==> src/fic_pkg.sv <==
// shared constants and types for the fpu/tcm interrupt combiner
package fic_pkg;
  // register byte offsets
  localparam logic [7:0] CTRL_OFF = 8'h00; // enables and fpu flags
  localparam logic [7:0] STAT_OFF = 8'h04; // sticky event status
  localparam logic [7:0] MASK_OFF = 8'h08; // event interrupt mask
  // fields of irq_status_control_reg
  localparam int DENORMAL_POS = 0;
  localparam int INEXACT_POS = 1;
  localparam int UNDERFLOW_POS = 2;
  localparam int OVERFLOW_POS = 3;
  localparam int DIV_ZERO_POS = 4;
  localparam int INVALID_OP_POS = 5;
  localparam int WRITE_ABORT_POS = 6;
  localparam int NUM_FPU = 6;
  localparam int ENABLE_BASE = 8; // enables at [14:8]
  localparam int ABORT_STAT_POS = 16;
  localparam int ABORT_OVR_POS = 17;
  localparam int NUM_EVT = 7;
  // interrupt identity
  localparam int IRQ_VECTOR = 54;
  localparam int IRQ_LINE = 9;
  localparam int FAULT_INDEX = 2;
  // reset values
  localparam logic [6:0] ENABLE_RST = 7'h00;
  localparam logic [6:0] MASK_RST = 7'h00;
  localparam logic [1:0] RESP_OKAY = 2'h0;
  localparam logic [1:0] RESP_SLVERR = 2'h2;
  typedef enum logic [1:0] {FIC_IDLE, FIC_RESP} fic_bus_state_t;
endpackage

==> src/fic_evt_flags.sv <==
// sticky event flags with set-over-clear and read clear
`timescale 1ns/1ps
module fic_evt_flags (
  input wire logic clk_in,
  input wire logic rst_n_in,
  input wire logic [6:0] set_in,
  input wire logic clear_in,
  output logic [6:0] flags_out
);
  typedef struct packed {
    logic [6:0] flags_reg;
  } fic_flags_state_t;
  fic_flags_state_t s_reg;
  fic_flags_state_t s_next;
  // set wins over clear per bit
  always_comb
  begin
    s_next = s_reg;
    for (int i = 0; i < fic_pkg::NUM_EVT; i++)
    begin
      if (set_in[i])
        s_next.flags_reg[i] = 1'b1;
      else if (clear_in)
        s_next.flags_reg[i] = 1'b0;
    end
  end
  // register
  always_ff @(posedge clk_in)
  begin
    if (!rst_n_in)
      s_reg <= '0;
    else
      s_reg <= s_next;
  end
  assign flags_out = s_reg.flags_reg;
endmodule

==> src/fic_write_abort.sv <==
// write abort detector with status and overrun flags
`timescale 1ns/1ps
module fic_write_abort (
  input wire logic clk_in,
  input wire logic rst_n_in,
  input wire logic wr_done_in,
  input wire logic ecc_uncorr_in,
  input wire logic clear_in,
  output logic abort_pulse_out,
  output logic status_out,
  output logic overrun_out
);
  typedef struct packed {
    logic status_reg;
    logic overrun_reg;
  } fic_wab_state_t;
  fic_wab_state_t s_reg;
  fic_wab_state_t s_next;
  logic abort;
  assign abort = wr_done_in & ecc_uncorr_in;
  assign abort_pulse_out = abort;
  // status and overrun; new abort beats clear
  always_comb
  begin
    s_next = s_reg;
    if (clear_in)
    begin
      s_next.status_reg = 1'b0;
      s_next.overrun_reg = 1'b0;
    end
    if (abort)
    begin
      s_next.status_reg = 1'b1;
      if (s_reg.status_reg && !clear_in)
        s_next.overrun_reg = 1'b1;
    end
  end
  always_ff @(posedge clk_in)
  begin
    if (!rst_n_in)
      s_reg <= '0;
    else
      s_reg <= s_next;
  end
  assign status_out = s_reg.status_reg;
  assign overrun_out = s_reg.overrun_reg;
endmodule

==> src/fic_irq_combiner.sv <==
// fpu and tcm write abort interrupt combiner with axi4-lite registers
//
// The AXI4-Lite register port and the address map were left to the implementer.
`timescale 1ns/1ps
// Summary of operation
// - one combined interrupt request line, vector 54, controller line 9
// - denormal enable and denormal flag raise the interrupt
// - inexact enable and inexact flag raise the interrupt
// - underflow enable and underflow flag raise the interrupt
// - overflow enable and overflow flag raise the interrupt
// - divide-by-zero enable and flag raise the interrupt
// - invalid-operation enable and flag raise the interrupt
// - every write abort raises interrupt while its enable set, none missed
// - tcm write through core slave port with uncorrectable ecc is abort
// - each write abort also reported as noncritical fault 2
// - both write-abort status flags cleared by functional reset
module fic_irq_combiner (
  input wire logic SYS_CLK_IN,
  input wire logic RST_N_IN,
  input wire logic [5:0] FPU_FLAGS_IN,
  input wire logic TCM_WR_DONE_IN,
  input wire logic TCM_ECC_UNCORR_IN,
  input wire logic [7:0] S_AXI_AWADDR_IN,
  input wire logic S_AXI_AWVALID_IN,
  output logic S_AXI_AWREADY_OUT,
  input wire logic [31:0] S_AXI_WDATA_IN,
  input wire logic [3:0] S_AXI_WSTRB_IN,
  input wire logic S_AXI_WVALID_IN,
  output logic S_AXI_WREADY_OUT,
  output logic [1:0] S_AXI_BRESP_OUT,
  output logic S_AXI_BVALID_OUT,
  input wire logic S_AXI_BREADY_IN,
  input wire logic [7:0] S_AXI_ARADDR_IN,
  input wire logic S_AXI_ARVALID_IN,
  output logic S_AXI_ARREADY_OUT,
  output logic [31:0] S_AXI_RDATA_OUT,
  output logic [1:0] S_AXI_RRESP_OUT,
  output logic S_AXI_RVALID_OUT,
  input wire logic S_AXI_RREADY_IN,
  output logic COMBINED_IRQ_OUT,
  output logic EVENT_IRQ_OUT,
  output logic NONCRITICAL_FAULT_OUT
);
  typedef struct packed {
    logic [6:0] enable_reg;
    logic [6:0] mask_reg;
    logic aw_got_reg;
    logic w_got_reg;
    logic [7:0] awaddr_reg;
    logic [31:0] wdata_reg;
    logic [3:0] wstrb_reg;
    logic bvalid_reg;
    logic [1:0] bresp_reg;
    logic rvalid_reg;
    logic [31:0] rdata_reg;
    logic [1:0] rresp_reg;
    logic fault_reg;
    logic irq_reg;
    logic evt_irq_reg;
  } fic_state_t;
  fic_state_t s_reg;
  fic_state_t s_next;
  logic abort_pulse;
  logic wab_status;
  logic wab_overrun;
  logic wab_clear;
  logic stat_clear;
  logic [6:0] evt_flags;
  logic [6:0] src_flags;
  logic [6:0] evt_set;
  logic wr_fire;
  logic rd_fire;
  logic [31:0] ctrl_view;
  logic [6:0] src_hit;
  // write abort tracking
  fic_write_abort u_wab (
    .clk_in(SYS_CLK_IN),
    .rst_n_in(RST_N_IN),
    .wr_done_in(TCM_WR_DONE_IN),
    .ecc_uncorr_in(TCM_ECC_UNCORR_IN),
    .clear_in(wab_clear),
    .abort_pulse_out(abort_pulse),
    .status_out(wab_status),
    .overrun_out(wab_overrun)
  );
  // sticky event status for the masked event line
  fic_evt_flags u_evt (
    .clk_in(SYS_CLK_IN),
    .rst_n_in(RST_N_IN),
    .set_in(evt_set),
    .clear_in(stat_clear),
    .flags_out(evt_flags)
  );
  // source flags; abort term uses live pulse too so no event is missed
  assign src_flags = {wab_status | abort_pulse, FPU_FLAGS_IN};
  assign evt_set = {abort_pulse, FPU_FLAGS_IN};
  generate
    for (genvar g = 0; g < fic_pkg::NUM_EVT; g++)
    begin : g_src
      assign src_hit[g] = s_reg.enable_reg[g] & src_flags[g];
    end
  endgenerate
  // bus handshakes
  assign wr_fire = s_reg.aw_got_reg && s_reg.w_got_reg && !s_reg.bvalid_reg;
  assign rd_fire = S_AXI_ARVALID_IN && !s_reg.rvalid_reg;
  assign S_AXI_AWREADY_OUT = !s_reg.aw_got_reg && !s_reg.bvalid_reg;
  assign S_AXI_WREADY_OUT = !s_reg.w_got_reg && !s_reg.bvalid_reg;
  assign S_AXI_ARREADY_OUT = !s_reg.rvalid_reg;
  assign stat_clear = rd_fire && (S_AXI_ARADDR_IN == fic_pkg::STAT_OFF);
  // write-one-to-clear of abort status bits in control register
  assign wab_clear = wr_fire && (s_reg.awaddr_reg == fic_pkg::CTRL_OFF) && s_reg.wstrb_reg[2]
    && (s_reg.wdata_reg[fic_pkg::ABORT_STAT_POS] || s_reg.wdata_reg[fic_pkg::ABORT_OVR_POS]);
  // control register view
  always_comb
  begin
    ctrl_view = 32'h0000_0000;
    ctrl_view[5:0] = FPU_FLAGS_IN;
    ctrl_view[fic_pkg::WRITE_ABORT_POS] = wab_status;
    ctrl_view[14:8] = s_reg.enable_reg;
    ctrl_view[fic_pkg::ABORT_STAT_POS] = wab_status;
    ctrl_view[fic_pkg::ABORT_OVR_POS] = wab_overrun;
  end
  // next state
  always_comb
  begin
    s_next = s_reg;
    if (S_AXI_AWVALID_IN && S_AXI_AWREADY_OUT)
    begin
      s_next.aw_got_reg = 1'b1;
      s_next.awaddr_reg = S_AXI_AWADDR_IN;
    end
    if (S_AXI_WVALID_IN && S_AXI_WREADY_OUT)
    begin
      s_next.w_got_reg = 1'b1;
      s_next.wdata_reg = S_AXI_WDATA_IN;
      s_next.wstrb_reg = S_AXI_WSTRB_IN;
    end
    // register write
    if (wr_fire)
    begin
      s_next.aw_got_reg = 1'b0;
      s_next.w_got_reg = 1'b0;
      s_next.bvalid_reg = 1'b1;
      s_next.bresp_reg = fic_pkg::RESP_OKAY;
      case (s_reg.awaddr_reg)
        fic_pkg::CTRL_OFF:
        begin
          if (s_reg.wstrb_reg[1])
            s_next.enable_reg = s_reg.wdata_reg[14:8];
        end
        fic_pkg::MASK_OFF:
        begin
          if (s_reg.wstrb_reg[0])
            s_next.mask_reg = s_reg.wdata_reg[6:0];
        end
        fic_pkg::STAT_OFF:
          s_next.bresp_reg = fic_pkg::RESP_OKAY;
        default:
          s_next.bresp_reg = fic_pkg::RESP_SLVERR;
      endcase
    end
    if (s_reg.bvalid_reg && S_AXI_BREADY_IN)
      s_next.bvalid_reg = 1'b0;
    // register read
    if (rd_fire)
    begin
      s_next.rvalid_reg = 1'b1;
      s_next.rresp_reg = fic_pkg::RESP_OKAY;
      case (S_AXI_ARADDR_IN)
        fic_pkg::CTRL_OFF:
          s_next.rdata_reg = ctrl_view;
        fic_pkg::STAT_OFF:
          s_next.rdata_reg = {25'h0000000, evt_flags};
        fic_pkg::MASK_OFF:
          s_next.rdata_reg = {25'h0000000, s_reg.mask_reg};
        default:
        begin
          s_next.rdata_reg = 32'h0000_0000;
          s_next.rresp_reg = fic_pkg::RESP_SLVERR;
        end
      endcase
    end
    else if (s_reg.rvalid_reg && S_AXI_RREADY_IN)
      s_next.rvalid_reg = 1'b0;
    s_next.irq_reg = |src_hit;
    // abort enable term included above via live pulse and status
    s_next.evt_irq_reg = |(s_reg.mask_reg & evt_flags);
    s_next.fault_reg = abort_pulse;
  end
  // state register, reset clears all
  always_ff @(posedge SYS_CLK_IN)
  begin
    if (!RST_N_IN)
    begin
      s_reg <= '0;
      s_reg.enable_reg <= fic_pkg::ENABLE_RST;
      s_reg.mask_reg <= fic_pkg::MASK_RST;
    end
    else
      s_reg <= s_next;
  end
  assign S_AXI_BVALID_OUT = s_reg.bvalid_reg;
  assign S_AXI_BRESP_OUT = s_reg.bresp_reg;
  assign S_AXI_RVALID_OUT = s_reg.rvalid_reg;
  assign S_AXI_RDATA_OUT = s_reg.rdata_reg;
  assign S_AXI_RRESP_OUT = s_reg.rresp_reg;
  assign COMBINED_IRQ_OUT = s_reg.irq_reg;
  assign EVENT_IRQ_OUT = s_reg.evt_irq_reg;
  assign NONCRITICAL_FAULT_OUT = s_reg.fault_reg;
endmodule

==> config.mk <==
export PLATFORM = sky130hd
export DESIGN_NAME = fic_irq_combiner
export DESIGN_NICKNAME = d
export VERILOG_FILES = /design/src/fic_pkg.sv /design/src/fic_evt_flags.sv /design/src/fic_write_abort.sv /design/src/fic_irq_combiner.sv
export SDC_FILE = /design/constraint.sdc
export NUM_CORES = 1
export LEC_CHECK = 0
export BUFFER_PORTS_ARGS = -buffer_cell sky130_fd_sc_hd__buf_2
export CORE_UTILIZATION = 53
export DETAILED_ROUTE_END_ITERATION = 8
export PLACE_DENSITY = 0.92
export SYNTH_ARGS = -nofsm -noshare
export SYNTH_HDL_FRONTEND = slang
export SYNTH_SLANG_ARGS = --single-unit
==> constraint.sdc <==
create_clock -name SYS_CLK_IN -period 4 [get_ports SYS_CLK_IN]
set_input_delay 0.2 -clock SYS_CLK_IN [delete_from_list [all_inputs] [get_ports SYS_CLK_IN]]
set_output_delay 0.2 -clock SYS_CLK_IN [all_outputs]
set_load 0.02 [all_outputs]
# Word level (Yosys, flattened, before mapping)
# Index checks and enable logic that the tools add are counted.
[word_totals]
output_inout_bits = 44
wordCells = 94
reg_bits = 95
inputBits = 67
[classes]
n_mux = 16
eq_ne = 4
n_reduce_logical = 39
n_bitwise = 11
[ops]
columns = ["cell", "count"]
rows = [
  ["$pmux 18 s3", 1],
  ["$reduce_bool 2->1", 9],
  ["$eq 8x3->1 const B", 2],
  ["$eq 8x4->1 const B", 2],
  ["$logic_not 8->1", 2],
  ["$logic_and 1x1->1", 14],
  ["$reduce_or 7->1", 2],
  ["$mux 1", 11],
  ["$and 1x1->1", 8],
  ["$mux 2", 4],
  ["$and 7x7->7", 1],
  ["$reduce_and 3->1", 2],
  ["$reduce_or 3->1", 2],
  ["$logic_not 1->1", 5],
  ["$reduce_or 2->1", 2],
  ["$logic_or 1x1->1", 1],
  ["$not 1->1", 1],
  ["$or 1x1->1", 1],
]

# Longest topological paths before layout
[logic_depth]
ltp_word = 9
depth_mapped = 6
mapped_depth_nobuf = 4

# Modules after synthesis
# A second synthesis with hierarchy kept.
[unflattened]
cells_unflattened = 371
hier_area_um2 = 3280.6
[by_module_without_submodules]
columns = ["mod", "area_per_inst_um2", "seq_area_each_um2", "instances", "cells_per_inst"]
rows = [
  ["fic_irq_combiner", 2966.6, 1321.3, 1, 343],
  ["fic_evt_flags", 236.5, 140.1, 1, 21],
  ["fic_write_abort", 77.6, 40.0, 1, 7],
]

# Worst setup path after synthesis
# OpenSTA, ideal clock, no wires.
[synth_timing]
path_kind = "register -> register"
from = "register s_reg (netlist bit S_AXI_RVALID_OUT)"
to = "register u_evt.s_reg (netlist bit u_evt.flags_out[0])"
n_path_buf = 1
setup_time_ps = 146
setup_slack_ps = 2307
required_ps = 3854
stages_incl_launch_ff = 5
arrival_time_ps = 1547
synth_period_minus_slack_ps = 1693
cell_sequence = "dfxtp_1 -> or2b_2 -> clkbuf_1 -> nor3_1 -> a31oi_1"
[synth_between]
elab_chain_cells = 4
[synth_rtl]
columns = ["element", "line", "rtl"]
rows = [
  ["from (decl)", "fic_irq_combiner.sv:61", "fic_state_t s_reg;"],
  ["from (signal assigned)", "fic_irq_combiner.sv:200", "s_reg <= s_next;"],
  ["$logic_not 1->1", "fic_irq_combiner.sv:105", "assign rd_fire = S_AXI_ARVALID_IN && !s_reg.rvalid_reg;"],
  ["$logic_and 1x1->1", "fic_irq_combiner.sv:105", ""],
  ["$logic_and 1x1->1", "fic_irq_combiner.sv:109", "assign stat_clear = rd_fire && (S_AXI_ARADDR_IN == fic_pkg::STAT_OFF);"],
  ["$reduce_bool 2->1 (no line)", "--", ""],
  ["to (signal assigned)", "fic_evt_flags.sv:33", "s_reg <= s_next;"],
  ["to (decl)", "fic_evt_flags.sv:13", "fic_flags_state_t s_reg;"],
]
# Every way passes these cells.
# A chain may end at the register's enable or synchronous reset.

# Worst setup path after layout
[layout_timing]
from = "register s_reg (netlist bit S_AXI_RVALID_OUT)"
to = "register u_evt.s_reg (netlist bit u_evt.flags_out[2])"
# Same word-level chain as after synthesis.

==> summary.md <==
| Metric | Value |
|---|---|
| Status | completed |
| Total track usage | 21.6% |
| Core Footprint | 5680 um^2 |
| Leak Pwr | 1.58 nW |
| Pins Over Slew Limit | 0 |
| Crit share post-route | 46.1% |
| Max Freq | 543 MHz |
| Pin count of the biggest net entering global routing | 46 |
| Post-synth top flop | dfxtp_1 |
| Most frequent cell after synthesis | dfxtp_1 |
| Hold path depth | 3 |
| EDFF count, synth | 0 |
| Clock transition at path regs | 70 ps |
| Postcts setup bufs | 0 |
| # DRC | 0 |
| Worst vdd ir | between 0.2 and 0.3 mV |
| Via Count | about 2600 |
| DRT Wirelength | 6410 um |
| Clock Latency Late Sink | 340 ps |
| Worst hold margin | 86.5 ps |
| FF+latch count, synth | 75 |
| Clock root buffer | clkbuf_8 |
| Maximum clock path buffer count | 2 |
| Max cap viols | 0 |
| Yosys cell types | 40 |
| Endpoint class of the critical path | flip-flop |
| Via-per-instance ratio | about 5.2 |
| Vias in the first global route | 2272 |
| Register area share after synthesis | 46.9% |
| Final Hold Fails | 0 |
| Initial DRC count | ~140 |
| Unrepaired setup endpoints after global routing | no |
| Area of the mapped netlist | 3200 um^2 |
| Num CTS Buffers | 9 |
| I/O Buffers | 75 |
| Initial Util | 56.4% |
| Critical path arrival | 2020 ps |
| First-pass GRT wire length | slightly above 10000 um |
| Final nets | a little under 500 |
| Drt pass-1 iters | 4 |
| CTS tree | yes |
| Power Dens Cells | roughly 440 nW/um^2 |
| Crit path launch type | flip-flop |
| Antenna violations before repair | 0 |
| Max_slew headroom | 42.2% |
| H-tree depth | 3 |
| Drt wl/cell | 12.9 um |
| Clk_skew | 8.81 ps |
| Final setup viols | 0 |
| Area delta synth->final | 12.9% |
| CTS resizes | 0 |
| YS warnings | 0 |
| Post-CTS Hold Buffers | 0 |
| I/O pin total | 111 |
| Critical Path Fanout Max | 12 |
| Die X | 79.7 um |
| Grt ovf | 0 |
| Cells after synthesis | 372 |
| GPL Wtd Cong | 0.770 |
| Yosys top cell area share | 46.9% |
| CP required | around 4200 ps |
| # diodes | 0 |
| Final min period | 1840 ps |
| Die area | 6350 um^2 |
| Worst-margin pin slew | 861 ps |
| Antenna viol nets, final | 0 |
| Share of post-route cells with drive strength above 1 | about 23% |
| Crit path kind | flip-flop to flip-flop |
| Avg Synthesized Cell Area | 8.60 um^2 |
| Die H | 79.7 um |
| Synth top cells by count | dfxtp_1, nand2_1, buf_4 |
| Min-delay worst type | input port to flip-flop |
| Clock sink count | 75 |
| Dominant cells by area after synthesis | dfxtp_1, buf_4, nand2_1 |
| Cell Rows | 27 |
| Synth area leader | dfxtp_1 |
| Largest register FFs | 36 |
| Setup TNS | 0 ps |
| DP HPWL | roughly 4600 um |
| Reg2reg path depth | 3 |
| Post-synth ARST share | 0% |
==> per-stage QoR <==
step | instance area [um^2] | util (%) | cells | power [W] | worst slack, ps
6_report | 3610 | 63.7 | 498 | 0.00160 | 2160
5_1_grt | 3610 | 63.7 | 498 | 0.00167 | 2070
4_1_cts | 3610 | 63.7 | 498 | 0.00161 | 2190
3_5_place_dp | 3390 | 59.7 | 482 | 0.000978 | 2090
3_3_place_gp | 3390 | 59.7 | 482 | 0.000972 | 2170
2_1_floorplan | 3260 | - | 389 | 0.000939 | 2310
==> routing by layer <==
layer | track usage [%] | share of wire, % | up-vias
met4 | 6.00 | 0.80 | 0
met5 | 0 | 0 | -
met2 | 35.6 | 47 | 89
met3 | 8.00 | 6.3 | 7
li1 | - | - | 1332
met1 | 26.2 | 45 | 1177
==> placed cells by master (no fill, tap or decap), types with 5 or more instances in the layout <==
| cell type | netlist | routed |
|---|---|---|
| a21oi_1 | 32 | 32 |
| a22o_1 | 10 | 10 |
| a22oi_1 | 10 | 10 |
| a31oi_1 | 8 | 8 |
| buf_2 | 1 | 75 |
| clkbuf_8 | 0 | 11 |
| conb_1 | 1 | 18 |
| dfxtp_1 | 75 | 75 |
| inv_1 | 5 | 5 |
| mux2i_1 | 14 | 14 |
| nand2_1 | 65 | 65 |
| nand3_1 | 8 | 8 |
| nand3b_1 | 7 | 7 |
| nor2_1 | 31 | 31 |
| o21ai_0 | 24 | 24 |
==> worst max-delay path, stage by stage (launching register included) <==
cell and delay, ps:
dfxtp_1 330, or2b_2 410, nor3_1 740, a31oi_1 190
==> final timing paths <==
check	from	to	slack [ps]
max	S_AXI_RVALID_OUT$_SDFFE_PN0P_	u_evt.flags_out[2]$_SDFFE_PN0P_	2160
min	S_AXI_WDATA_IN[13]	s_reg[58]$_SDFFE_PN0P_	90
max reg2reg	S_AXI_RVALID_OUT$_SDFFE_PN0P_	u_evt.flags_out[2]$_SDFFE_PN0P_	2160
min reg2reg	s_reg[62]$_SDFFE_PN0P_	s_reg[62]$_SDFFE_PN0P_	450
==> logic make-up after synthesis <==
family	count (synthesis)	share of synthesized area [%]
AO/OA/AOI/OAI	91	17.9
AND/OR/NAND/NOR	131	19.2
other	1	0.117
buffers and inverters	60	11.6
flip-flops	75	46.9
multiplexers	14	4.38
==> where the power goes <==
part	internal, W	total [W]	switching (W)
clock	0.000384	0.000639	0.000255
combinational	0.0000559	0.000163	0.000107
sequential	0.000777	0.000798	0.0000206
==> layout make-up <==
class	count	area (um^2)
fill	493	2060
sequential	75	1500
multi-input combinational	254	1390
timing repair buffer	76	383
clock buffer	12	155
tap	72	90.1
clock inverter	4	72.6
inverter	5	18.8
Note: power is estimated with default switching activity, not from simulation.
